--- src/radio_link_pkg.sv ---
/*
 * Shared constants for the host serial link of the packet radio module.
 * Assumes a single 40 MHz clock on both ends of the link.
 */
package radio_link_pkg;
    localparam int CLK_HZ = 40_000_000;
    localparam int BAUD = 19_200;
    localparam int BIT_CYCLES = CLK_HZ / BAUD;
    localparam int CHAR_BITS = 10;
    localparam int GAP_CHARS = 2;
    localparam int GAP_CYCLES = GAP_CHARS * CHAR_BITS * BIT_CYCLES;
    localparam int BUF_DEPTH = 180;
    localparam int FULL_MARGIN = 2;
    localparam int RF_BYTE_US = 800;
    localparam int RF_OVERHEAD_US = 13_200;
    localparam int RF_HALF_CYCLES = RF_BYTE_US * (CLK_HZ / 1_000_000) / 16;
    localparam int PACKET_WAIT_CYCLES = (RF_OVERHEAD_US + BUF_DEPTH * RF_BYTE_US) * (CLK_HZ / 1_000_000);
    localparam logic LINE_IDLE = 1'b1;
endpackage

--- src/radio_host_if.sv ---
/*
 * Serial data and handshake lines between host and radio module.
 * Assumes both ends share the clock of the surrounding system.
 */
`timescale 1ns/1ps
interface radio_host_if;
    logic host_char_in;
    logic received_char_out;
    logic not_ready_flow_out;
    logic host_ready_n;

    modport device (
        input host_char_in,
        input host_ready_n,
        output received_char_out,
        output not_ready_flow_out
    );

    modport host (
        output host_char_in,
        output host_ready_n,
        input received_char_out,
        input not_ready_flow_out
    );
endinterface

--- src/radio_device_end.sv ---
/*
 * Radio module end: host character receiver, shared packet buffer,
 * Manchester radio transmitter and receiver, and host character streamer.
 * Assumes the radio pins and host lines are synchronous to clk_i.
 */
`timescale 1ns/1ps
module radio_device_end #(
    parameter int BIT_CYCLES = radio_link_pkg::BIT_CYCLES,
    parameter int GAP_CYCLES = radio_link_pkg::GAP_CYCLES,
    parameter int RF_HALF_CYCLES = radio_link_pkg::RF_HALF_CYCLES,
    parameter int DEPTH = radio_link_pkg::BUF_DEPTH
) (
    input wire logic clk_i,
    input wire logic rst_i,
    radio_host_if.device host_if,
    input wire logic radio_rx_i,
    output logic radio_tx_o,
    output logic radio_tx_en_o,
    output logic radio_rx_en_o,
    output logic frame_error_o
);
    import radio_link_pkg::*;

    typedef enum logic [1:0] {U_IDLE, U_START, U_DATA, U_STOP} urx_t;
    typedef enum logic [1:0] {M_LOAD, M_SEND, M_RECV, M_STREAM} mode_t;

    urx_t urx_state;
    logic [31:0] urx_cnt;
    logic [2:0] urx_bit;
    logic [7:0] urx_sh;
    logic urx_strobe;

    mode_t mode;
    logic [7:0] buf_mem [DEPTH];
    logic [7:0] count;
    logic [31:0] gap_cnt;
    logic rf_prev;

    logic [31:0] tx_cnt;
    logic tx_half;
    logic tx_start;
    logic [2:0] tx_bit;
    logic [7:0] tx_idx;
    logic [7:0] tx_sh;
    logic [7:0] tx_sum;
    logic tx_cur;

    logic [31:0] rf_cnt;
    logic rf_phase;
    logic rf_h0;
    logic rf_first;
    logic [2:0] rf_bit;
    logic [7:0] rf_sh;
    logic [7:0] rf_idx;
    logic [7:0] rf_len;
    logic [7:0] rf_sum;
    logic [7:0] rf_byte;

    logic st_active;
    logic [3:0] st_bit;
    logic [31:0] st_cnt;
    logic [9:0] st_sh;
    logic [7:0] st_idx;

    assign rf_byte = {rf_h0, rf_sh[7:1]};
    assign tx_cur = tx_start ? 1'b1 : tx_sh[0];

    ////////////////////////////////////////////////////////////////////////
    // host character receiver
    always_ff @(posedge clk_i) begin
        urx_strobe <= 1'b0;
        if (rst_i) begin
            urx_state <= U_IDLE;
            urx_cnt <= '0;
            urx_bit <= '0;
            urx_sh <= '0;
        end else begin
            unique case (urx_state)
                U_IDLE: if (!host_if.host_char_in) begin
                    urx_state <= U_START;
                    urx_cnt <= 32'(BIT_CYCLES / 2);
                end
                U_START: if (urx_cnt == 0) begin
                    urx_cnt <= 32'(BIT_CYCLES - 1);
                    urx_bit <= '0;
                    urx_state <= host_if.host_char_in ? U_IDLE : U_DATA;
                end else begin
                    urx_cnt <= urx_cnt - 32'd1;
                end
                U_DATA: if (urx_cnt == 0) begin
                    urx_cnt <= 32'(BIT_CYCLES - 1);
                    urx_sh <= {host_if.host_char_in, urx_sh[7:1]};
                    urx_bit <= urx_bit + 3'd1;
                    if (urx_bit == 3'd7) begin
                        urx_state <= U_STOP;
                    end
                end else begin
                    urx_cnt <= urx_cnt - 32'd1;
                end
                U_STOP: if (urx_cnt == 0) begin
                    urx_state <= U_IDLE;
                    urx_strobe <= host_if.host_char_in;
                end else begin
                    urx_cnt <= urx_cnt - 32'd1;
                end
            endcase
        end
    end

    ////////////////////////////////////////////////////////////////////////
    // end-of-data gap timer
    always_ff @(posedge clk_i) begin
        if (rst_i || mode != M_LOAD || urx_state != U_IDLE || urx_strobe) begin
            gap_cnt <= '0;
        end else if (count != 0 && gap_cnt < 32'(GAP_CYCLES)) begin
            gap_cnt <= gap_cnt + 32'd1;
        end
    end

    always_ff @(posedge clk_i) begin
        if (rst_i) begin
            rf_prev <= 1'b0;
        end else begin
            rf_prev <= radio_rx_i;
        end
    end

    ////////////////////////////////////////////////////////////////////////
    // buffer, mode and the three engines that share it
    always_ff @(posedge clk_i) begin
        frame_error_o <= 1'b0;
        if (rst_i) begin
            mode <= M_LOAD;
            count <= '0;
            {tx_cnt, tx_half, tx_start, tx_bit, tx_idx, tx_sh, tx_sum} <= '0;
            {rf_cnt, rf_phase, rf_h0, rf_first, rf_bit, rf_sh, rf_idx, rf_len, rf_sum} <= '0;
            {st_active, st_bit, st_cnt, st_sh, st_idx} <= '0;
        end else begin
            unique case (mode)
                M_LOAD: begin
                    if (urx_strobe && count < 8'(DEPTH)) begin
                        buf_mem[count] <= urx_sh;
                        count <= count + 8'd1;
                    end
                    if (count == 8'(DEPTH) || gap_cnt == 32'(GAP_CYCLES)) begin
                        mode <= M_SEND;
                        tx_start <= 1'b1;
                        tx_half <= 1'b0;
                        tx_bit <= '0;
                        tx_idx <= '0;
                        tx_sh <= count;
                        tx_sum <= count;
                        tx_cnt <= 32'(RF_HALF_CYCLES - 1);
                    end else if (count == 0 && urx_state == U_IDLE && radio_rx_i && !rf_prev) begin
                        mode <= M_RECV;
                        rf_cnt <= 32'(RF_HALF_CYCLES / 2);
                        rf_phase <= 1'b0;
                        rf_first <= 1'b1;
                        rf_bit <= '0;
                        rf_idx <= '0;
                    end
                end
                M_SEND: if (tx_cnt != 0) begin
                    tx_cnt <= tx_cnt - 32'd1;
                end else begin
                    tx_cnt <= 32'(RF_HALF_CYCLES - 1);
                    tx_half <= !tx_half;
                    if (tx_half) begin
                        if (tx_start) begin
                            tx_start <= 1'b0;
                        end else if (tx_bit != 3'd7) begin
                            tx_bit <= tx_bit + 3'd1;
                            tx_sh <= {1'b0, tx_sh[7:1]};
                        end else begin
                            tx_bit <= '0;
                            tx_idx <= tx_idx + 8'd1;
                            if (tx_idx == count + 8'd1) begin
                                mode <= M_LOAD;
                                count <= '0;
                            end else if (tx_idx < count) begin
                                tx_sh <= buf_mem[tx_idx];
                                tx_sum <= tx_sum + buf_mem[tx_idx];
                            end else begin
                                tx_sh <= tx_sum;
                            end
                        end
                    end
                end
                M_RECV: if (rf_cnt != 0) begin
                    rf_cnt <= rf_cnt - 32'd1;
                end else begin
                    rf_cnt <= 32'(RF_HALF_CYCLES - 1);
                    rf_phase <= !rf_phase;
                    if (!rf_phase) begin
                        rf_h0 <= radio_rx_i;
                    end else if (rf_h0 == radio_rx_i) begin
                        mode <= M_LOAD;
                        frame_error_o <= 1'b1;
                    end else if (rf_first) begin
                        rf_first <= 1'b0;
                    end else begin
                        rf_sh <= rf_byte;
                        rf_bit <= rf_bit + 3'd1;
                        if (rf_bit == 3'd7) begin
                            rf_idx <= rf_idx + 8'd1;
                            if (rf_idx == 0) begin
                                rf_len <= rf_byte;
                                rf_sum <= rf_byte;
                                if (rf_byte == 0 || rf_byte > 8'(DEPTH)) begin
                                    mode <= M_LOAD;
                                    frame_error_o <= 1'b1;
                                end
                            end else if (rf_idx <= rf_len) begin
                                buf_mem[rf_idx - 8'd1] <= rf_byte;
                                rf_sum <= rf_sum + rf_byte;
                            end else if (rf_byte == rf_sum) begin
                                mode <= M_STREAM;
                                count <= rf_len;
                                st_idx <= '0;
                                st_active <= 1'b0;
                            end else begin
                                mode <= M_LOAD;
                                frame_error_o <= 1'b1;
                            end
                        end
                    end
                end
                M_STREAM: if (!st_active) begin
                    if (st_idx == count) begin
                        mode <= M_LOAD;
                        count <= '0;
                    end else if (!host_if.host_ready_n) begin
                        st_active <= 1'b1;
                        st_sh <= {1'b1, buf_mem[st_idx], 1'b0};
                        st_bit <= '0;
                        st_cnt <= 32'(BIT_CYCLES - 1);
                    end
                end else if (st_cnt != 0) begin
                    st_cnt <= st_cnt - 32'd1;
                end else begin
                    st_cnt <= 32'(BIT_CYCLES - 1);
                    st_sh <= {1'b1, st_sh[9:1]};
                    st_bit <= st_bit + 4'd1;
                    if (st_bit == 4'd9) begin
                        st_active <= 1'b0;
                        st_idx <= st_idx + 8'd1;
                    end
                end
            endcase
        end
    end

    ////////////////////////////////////////////////////////////////////////
    // registered pins
    always_ff @(posedge clk_i) begin
        if (rst_i) begin
            radio_tx_o <= 1'b0;
            radio_tx_en_o <= 1'b0;
            radio_rx_en_o <= 1'b0;
            host_if.received_char_out <= LINE_IDLE;
            host_if.not_ready_flow_out <= 1'b1;
        end else begin
            radio_tx_en_o <= (mode == M_SEND);
            radio_rx_en_o <= (mode != M_SEND);
            radio_tx_o <= (mode == M_SEND) ? (tx_cur ^ tx_half) : 1'b0;
            host_if.received_char_out <= (mode == M_STREAM && st_active) ? st_sh[0] : LINE_IDLE;
            host_if.not_ready_flow_out <= (mode != M_LOAD) || (count >= 8'(DEPTH - FULL_MARGIN));
        end
    end
endmodule

--- src/flat_wrapper.sv ---
// flat-port wrapper written by rule: the top's interface ports become plain ports
module radio_device_end_flat import radio_link_pkg::*;
#(
    parameter int BIT_CYCLES = radio_link_pkg::BIT_CYCLES,
    parameter int GAP_CYCLES = radio_link_pkg::GAP_CYCLES,
    parameter int RF_HALF_CYCLES = radio_link_pkg::RF_HALF_CYCLES,
    parameter int DEPTH = radio_link_pkg::BUF_DEPTH
)
  (clk_i, rst_i, radio_rx_i, radio_tx_o, radio_tx_en_o, radio_rx_en_o, frame_error_o, host_if_host_char_in, host_if_host_ready_n, host_if_received_char_out, host_if_not_ready_flow_out);
  radio_host_if host_if_i ();
  input wire logic clk_i;
  input wire logic rst_i;
  input wire logic radio_rx_i;
  output logic radio_tx_o;
  output logic radio_tx_en_o;
  output logic radio_rx_en_o;
  output logic frame_error_o;
  input wire logic [$bits(host_if_i.host_char_in)-1:0] host_if_host_char_in;
  input wire logic [$bits(host_if_i.host_ready_n)-1:0] host_if_host_ready_n;
  output wire logic [$bits(host_if_i.received_char_out)-1:0] host_if_received_char_out;
  output wire logic [$bits(host_if_i.not_ready_flow_out)-1:0] host_if_not_ready_flow_out;
  assign host_if_i.host_char_in = host_if_host_char_in;
  assign host_if_i.host_ready_n = host_if_host_ready_n;
  assign host_if_received_char_out = host_if_i.received_char_out;
  assign host_if_not_ready_flow_out = host_if_i.not_ready_flow_out;
  radio_device_end #(.BIT_CYCLES(BIT_CYCLES), .GAP_CYCLES(GAP_CYCLES), .RF_HALF_CYCLES(RF_HALF_CYCLES), .DEPTH(DEPTH)) u_core (.clk_i(clk_i), .rst_i(rst_i), .host_if(host_if_i), .radio_rx_i(radio_rx_i), .radio_tx_o(radio_tx_o), .radio_tx_en_o(radio_tx_en_o), .radio_rx_en_o(radio_rx_en_o), .frame_error_o(frame_error_o));
endmodule
--- config.mk ---
export PLATFORM = sky130hd
export DESIGN_NAME = radio_device_end_flat
export DESIGN_NICKNAME = d
export VERILOG_FILES = /design/src/radio_link_pkg.sv /design/src/radio_host_if.sv /design/src/radio_device_end.sv /design/src/flat_wrapper.sv
export SDC_FILE = /design/constraint.sdc
export NUM_CORES = 2
export LEC_CHECK = 0
export BUFFER_PORTS_ARGS = -buffer_cell sky130_fd_sc_hd__buf_2
export CAP_MARGIN = 20
export CORE_ASPECT_RATIO = 1.25
export CORE_MARGIN = 10
export CORE_UTILIZATION = 26
export CTS_CLUSTER_DIAMETER = 30
export DETAILED_ROUTE_END_ITERATION = 10
export GPL_TIMING_DRIVEN = 0
export SLEW_MARGIN = 0
export SYNTH_ARGS = -nofsm -noshare
export SYNTH_HDL_FRONTEND = slang
export SYNTH_SLANG_ARGS = --single-unit
export TNS_END_PERCENT = 10
--- constraint.sdc ---
create_clock -name clk_i -period 13.2 [get_ports clk_i]
set_clock_uncertainty 0.2 [all_clocks]
set_input_delay 1.98 -clock clk_i [delete_from_list [all_inputs] [get_ports clk_i]]
set_output_delay 1.98 -clock clk_i [all_outputs]
set_load 0.01 [all_outputs]
==> flow_summary.yaml <==
outcome:
  status: "complete, no violations"
logic_synthesis:
  ys_ff_latch: 1736
  synth_top_area_share_pct: 52.4
  yosys-top-cells-area: "edfxtp_1, mux4_2, dfxtp_1"
  syn_area_um2: 82600
  syn_avg_cell_area_um2: 16.2
  synth_cells: 5089
  syn-num-nets: 5155
  synth_cell_type_count: 96
  synth_commonest_cells: "edfxtp_1, mux4_2, nor2_1"
  synth_warnings: 0
  yosysTopAreaCell: "edfxtp_1"
  async_flop_share_pct: 0
  synth_edf_count: 1440
  ys_seq_area_share_pct: 59.5
  synth.most_common_cell: "edfxtp_1"
  synthFlopType: "edfxtp_1"
global_route:
  grt_pass1_wl_um: 446000
  first_global_vias: 56000
  antenna_found_initial: 23
  grt.overflow.total: 0
  grt.total_usage_pct: 18.5
  grt_start_max_net_pins: 99
timing:
  drv_slew: 0
  setup_violations: 0
  tightestPinTransition_ns: 1.37
  period_share_pct: 59.7
  fin_crit_ns: 7.88
  layout_setup_ws_ns: 5.32
  tns_ns: 0
  final_hold_viol_count: 0
  fmax_ghz: 0.127
  relSlewSlack_pct: 8.20
  rsz0062_at_grt: "no"
cts:
  cts-htree-levels: 5
  cts_tree: "yes"
  cts_sinks: 1736
  cts-resized-gates: 0
  cts-root-buf: "clkbuf_16"
  clk_latency_ns: 0.98
  path_clk_slew_ns: 0.04
  numCtsBuffers: 378
  cts_setup_buffers: 0
  ctsHoldBuffers: 0
  cts_max_path_buffers: 4
floorplan:
  placementRows: 231
  die-area_um2: 341000
  start_util_pct: 26.1
  die_w_um: 524
  fp.dieH_um: 650
  io_pins: 11
  coreArea_um2: 316000
hold_path:
  whs_endpoint: "u_core.gap_cnt[19]"
  hp-start: "u_core.gap_cnt[19]"
  hold_path_class: "register to register"
  hold_depth: 1
layout:
  drive_above_1_share_pct: 30.3
  nets: 5669
  fillers: 30200
  final_area_um2: 103000
  layout-area-overhead-vs-synth_pct: 24.5
power:
  finalPower_mw: 16.1
  power.leakage_nw: 32.3
  pwr_density_cell_nw_per_um2: 157
  peakVddDrop_uv: 103
placement:
  routabilityCongestion: 1.00
  io_buffers: 10
  post_dp_cell_area_um2: 89700
  place_ws_ns: 5.61
  hpwl_um: 235000
worst_setup_path:
  r2r-end: "u_core.tx_sum[6]"
  worstSetupPathType: "register to register"
  rrSetupSlack_ns: 5.32
  crit_path_max_fanout: 10
  cp.arrival_ns: 8.53
  cp-end-kind: "register"
  start_kind: "register"
  reg2reg_depth: 22
  cp.required_ns: 13.85
route:
  first_iter_violations: 7694
  routedWlPerCell_um: 32.3
  vias: 56200
  firstDrtPassIters: 8
  drt_wl_total_um: 327000
  ant_nets: 0
  viasPerCell: 5.56
  remaining_drc_errors: 0
run:
  maxCapViolCount: 0
[routing by layer]
layer | vias to the layer above | part of all wire [%] | track usage, %
met3 | 1057 | 11 | 5.46
met2 | 4026 | 46 | 29.4
met5 | - | 0.026 | 0
met4 | 12 | 9.0 | 13.8
li1 | 22000 | - | -
met1 | 29200 | 34 | 21.0
[state kept, by name, summed over array words and instances, names as in the netlist, 10 cells and up, named ones only]
signal and count:
u_core.buf_mem 1440, u_core.gap_cnt 32, u_core.rf_cnt 32, u_core.st_cnt 32
u_core.st_sh 10, u_core.tx_cnt 32, u_core.urx_cnt 32
[cells in the final DEF, fill, tap and decap left out, types with 66 or more instances in the layout]
master and count:
a21oi_1 160, buf_2 123, clkbuf_1 181, clkbuf_16 381, dfxtp_1 296, edfxtp_1 1440, inv_1 66, mux2i_1 123
mux4_2 841, nand2_1 249, nor2_1 492, nor3_1 82, o21ai_0 81, xnor2_1 77
[where the power goes]
group | total [mW] | internal (mW) | switching, mW | leakage (nW)
Clock | 9.58 | 6.43 | 3.15 | 6.22
Combinational | 0.592 | 0.206 | 0.386 | 10.4
Sequential | 5.96 | 5.91 | 0.0499 | 15.7
Total | 16.1 | 12.5 | 3.59 | 32.3
[critical path, cell delays in order, from the launching register on]
cell      delay [ns]
dfxtp_1         0.63
buf_2           0.50
buf_2           0.41
buf_1           0.63
buf_8           0.24
clkbuf_1        0.89
mux4_2          0.38
mux2i_1         0.08
nand2_1         0.07
nand4_1         0.30
nor3_1          0.55
nor4b_1         0.95
ha_1            0.35
inv_1           0.07
fa_1            0.44
nor2b_1         0.12
o21ai_0         0.08
nand2b_1        0.15
a21o_1          0.14
a21oi_1         0.07
xnor2_1         0.15
a21oi_1         0.09
a211oi_1        0.27
[stage by stage]
| step | util, % | hold slack, ns | std cells |
|---|---|---|---|
| finish | 32.5 | 0.257 | 10100 |
| global route | 32.5 | 0.274 | 10100 |
| CTS | 32.4 | 0.263 | 10100 |
| floorplan | - | 0.216 | 5089 |
| global placement | 27.8 | 0.243 | 9293 |
| detailed placement | 28.3 | 0.247 | 9392 |
[cells by family (layout without fill, tap and decap cells)]
group | Yosys count | count (layout) | synth area share [%]
other cells | 0 | 17 | 0
flops | 1736 | 1736 | 59.5
buf+inv | 408 | 1217 | 2.09
xor+xnor | 130 | 130 | 1.41
mux | 969 | 969 | 24.5
simple gates | 1257 | 1257 | 7.34
compound gates | 528 | 528 | 4.20
fa+ha+maj | 61 | 61 | 0.942
[cell type report]
cell class              instances  area (um2)  area share [%]
inverters                      67         251           0.245
well taps                    4194        5250            5.10
diodes                         17        42.5          0.0414
repair buffers                134        1960            1.90
clock inverters               264        3130            3.05
plain buffers                 341        1530            1.49
flip-flops and latches       1736       49200            47.8
multi-input cells            2945       31800            30.9
clock buffers                 411        9710            9.44
[worst max path at each step]
stage | depth (start not counted) | startpoint | endpoint
floorplan | 7 | radio_rx_i | u_core.buf_mem[0][1]
global placement | 8 | radio_rx_i | u_core.buf_mem[2][3]
detailed placement | 22 | register | u_core.tx_sum[6]
CTS | 22 | register | u_core.tx_sum[6]
global route | 19 | register | u_core.tx_sum[7]
finish | 22 | register | u_core.tx_sum[6]
(Power assumes the default switching activity.)
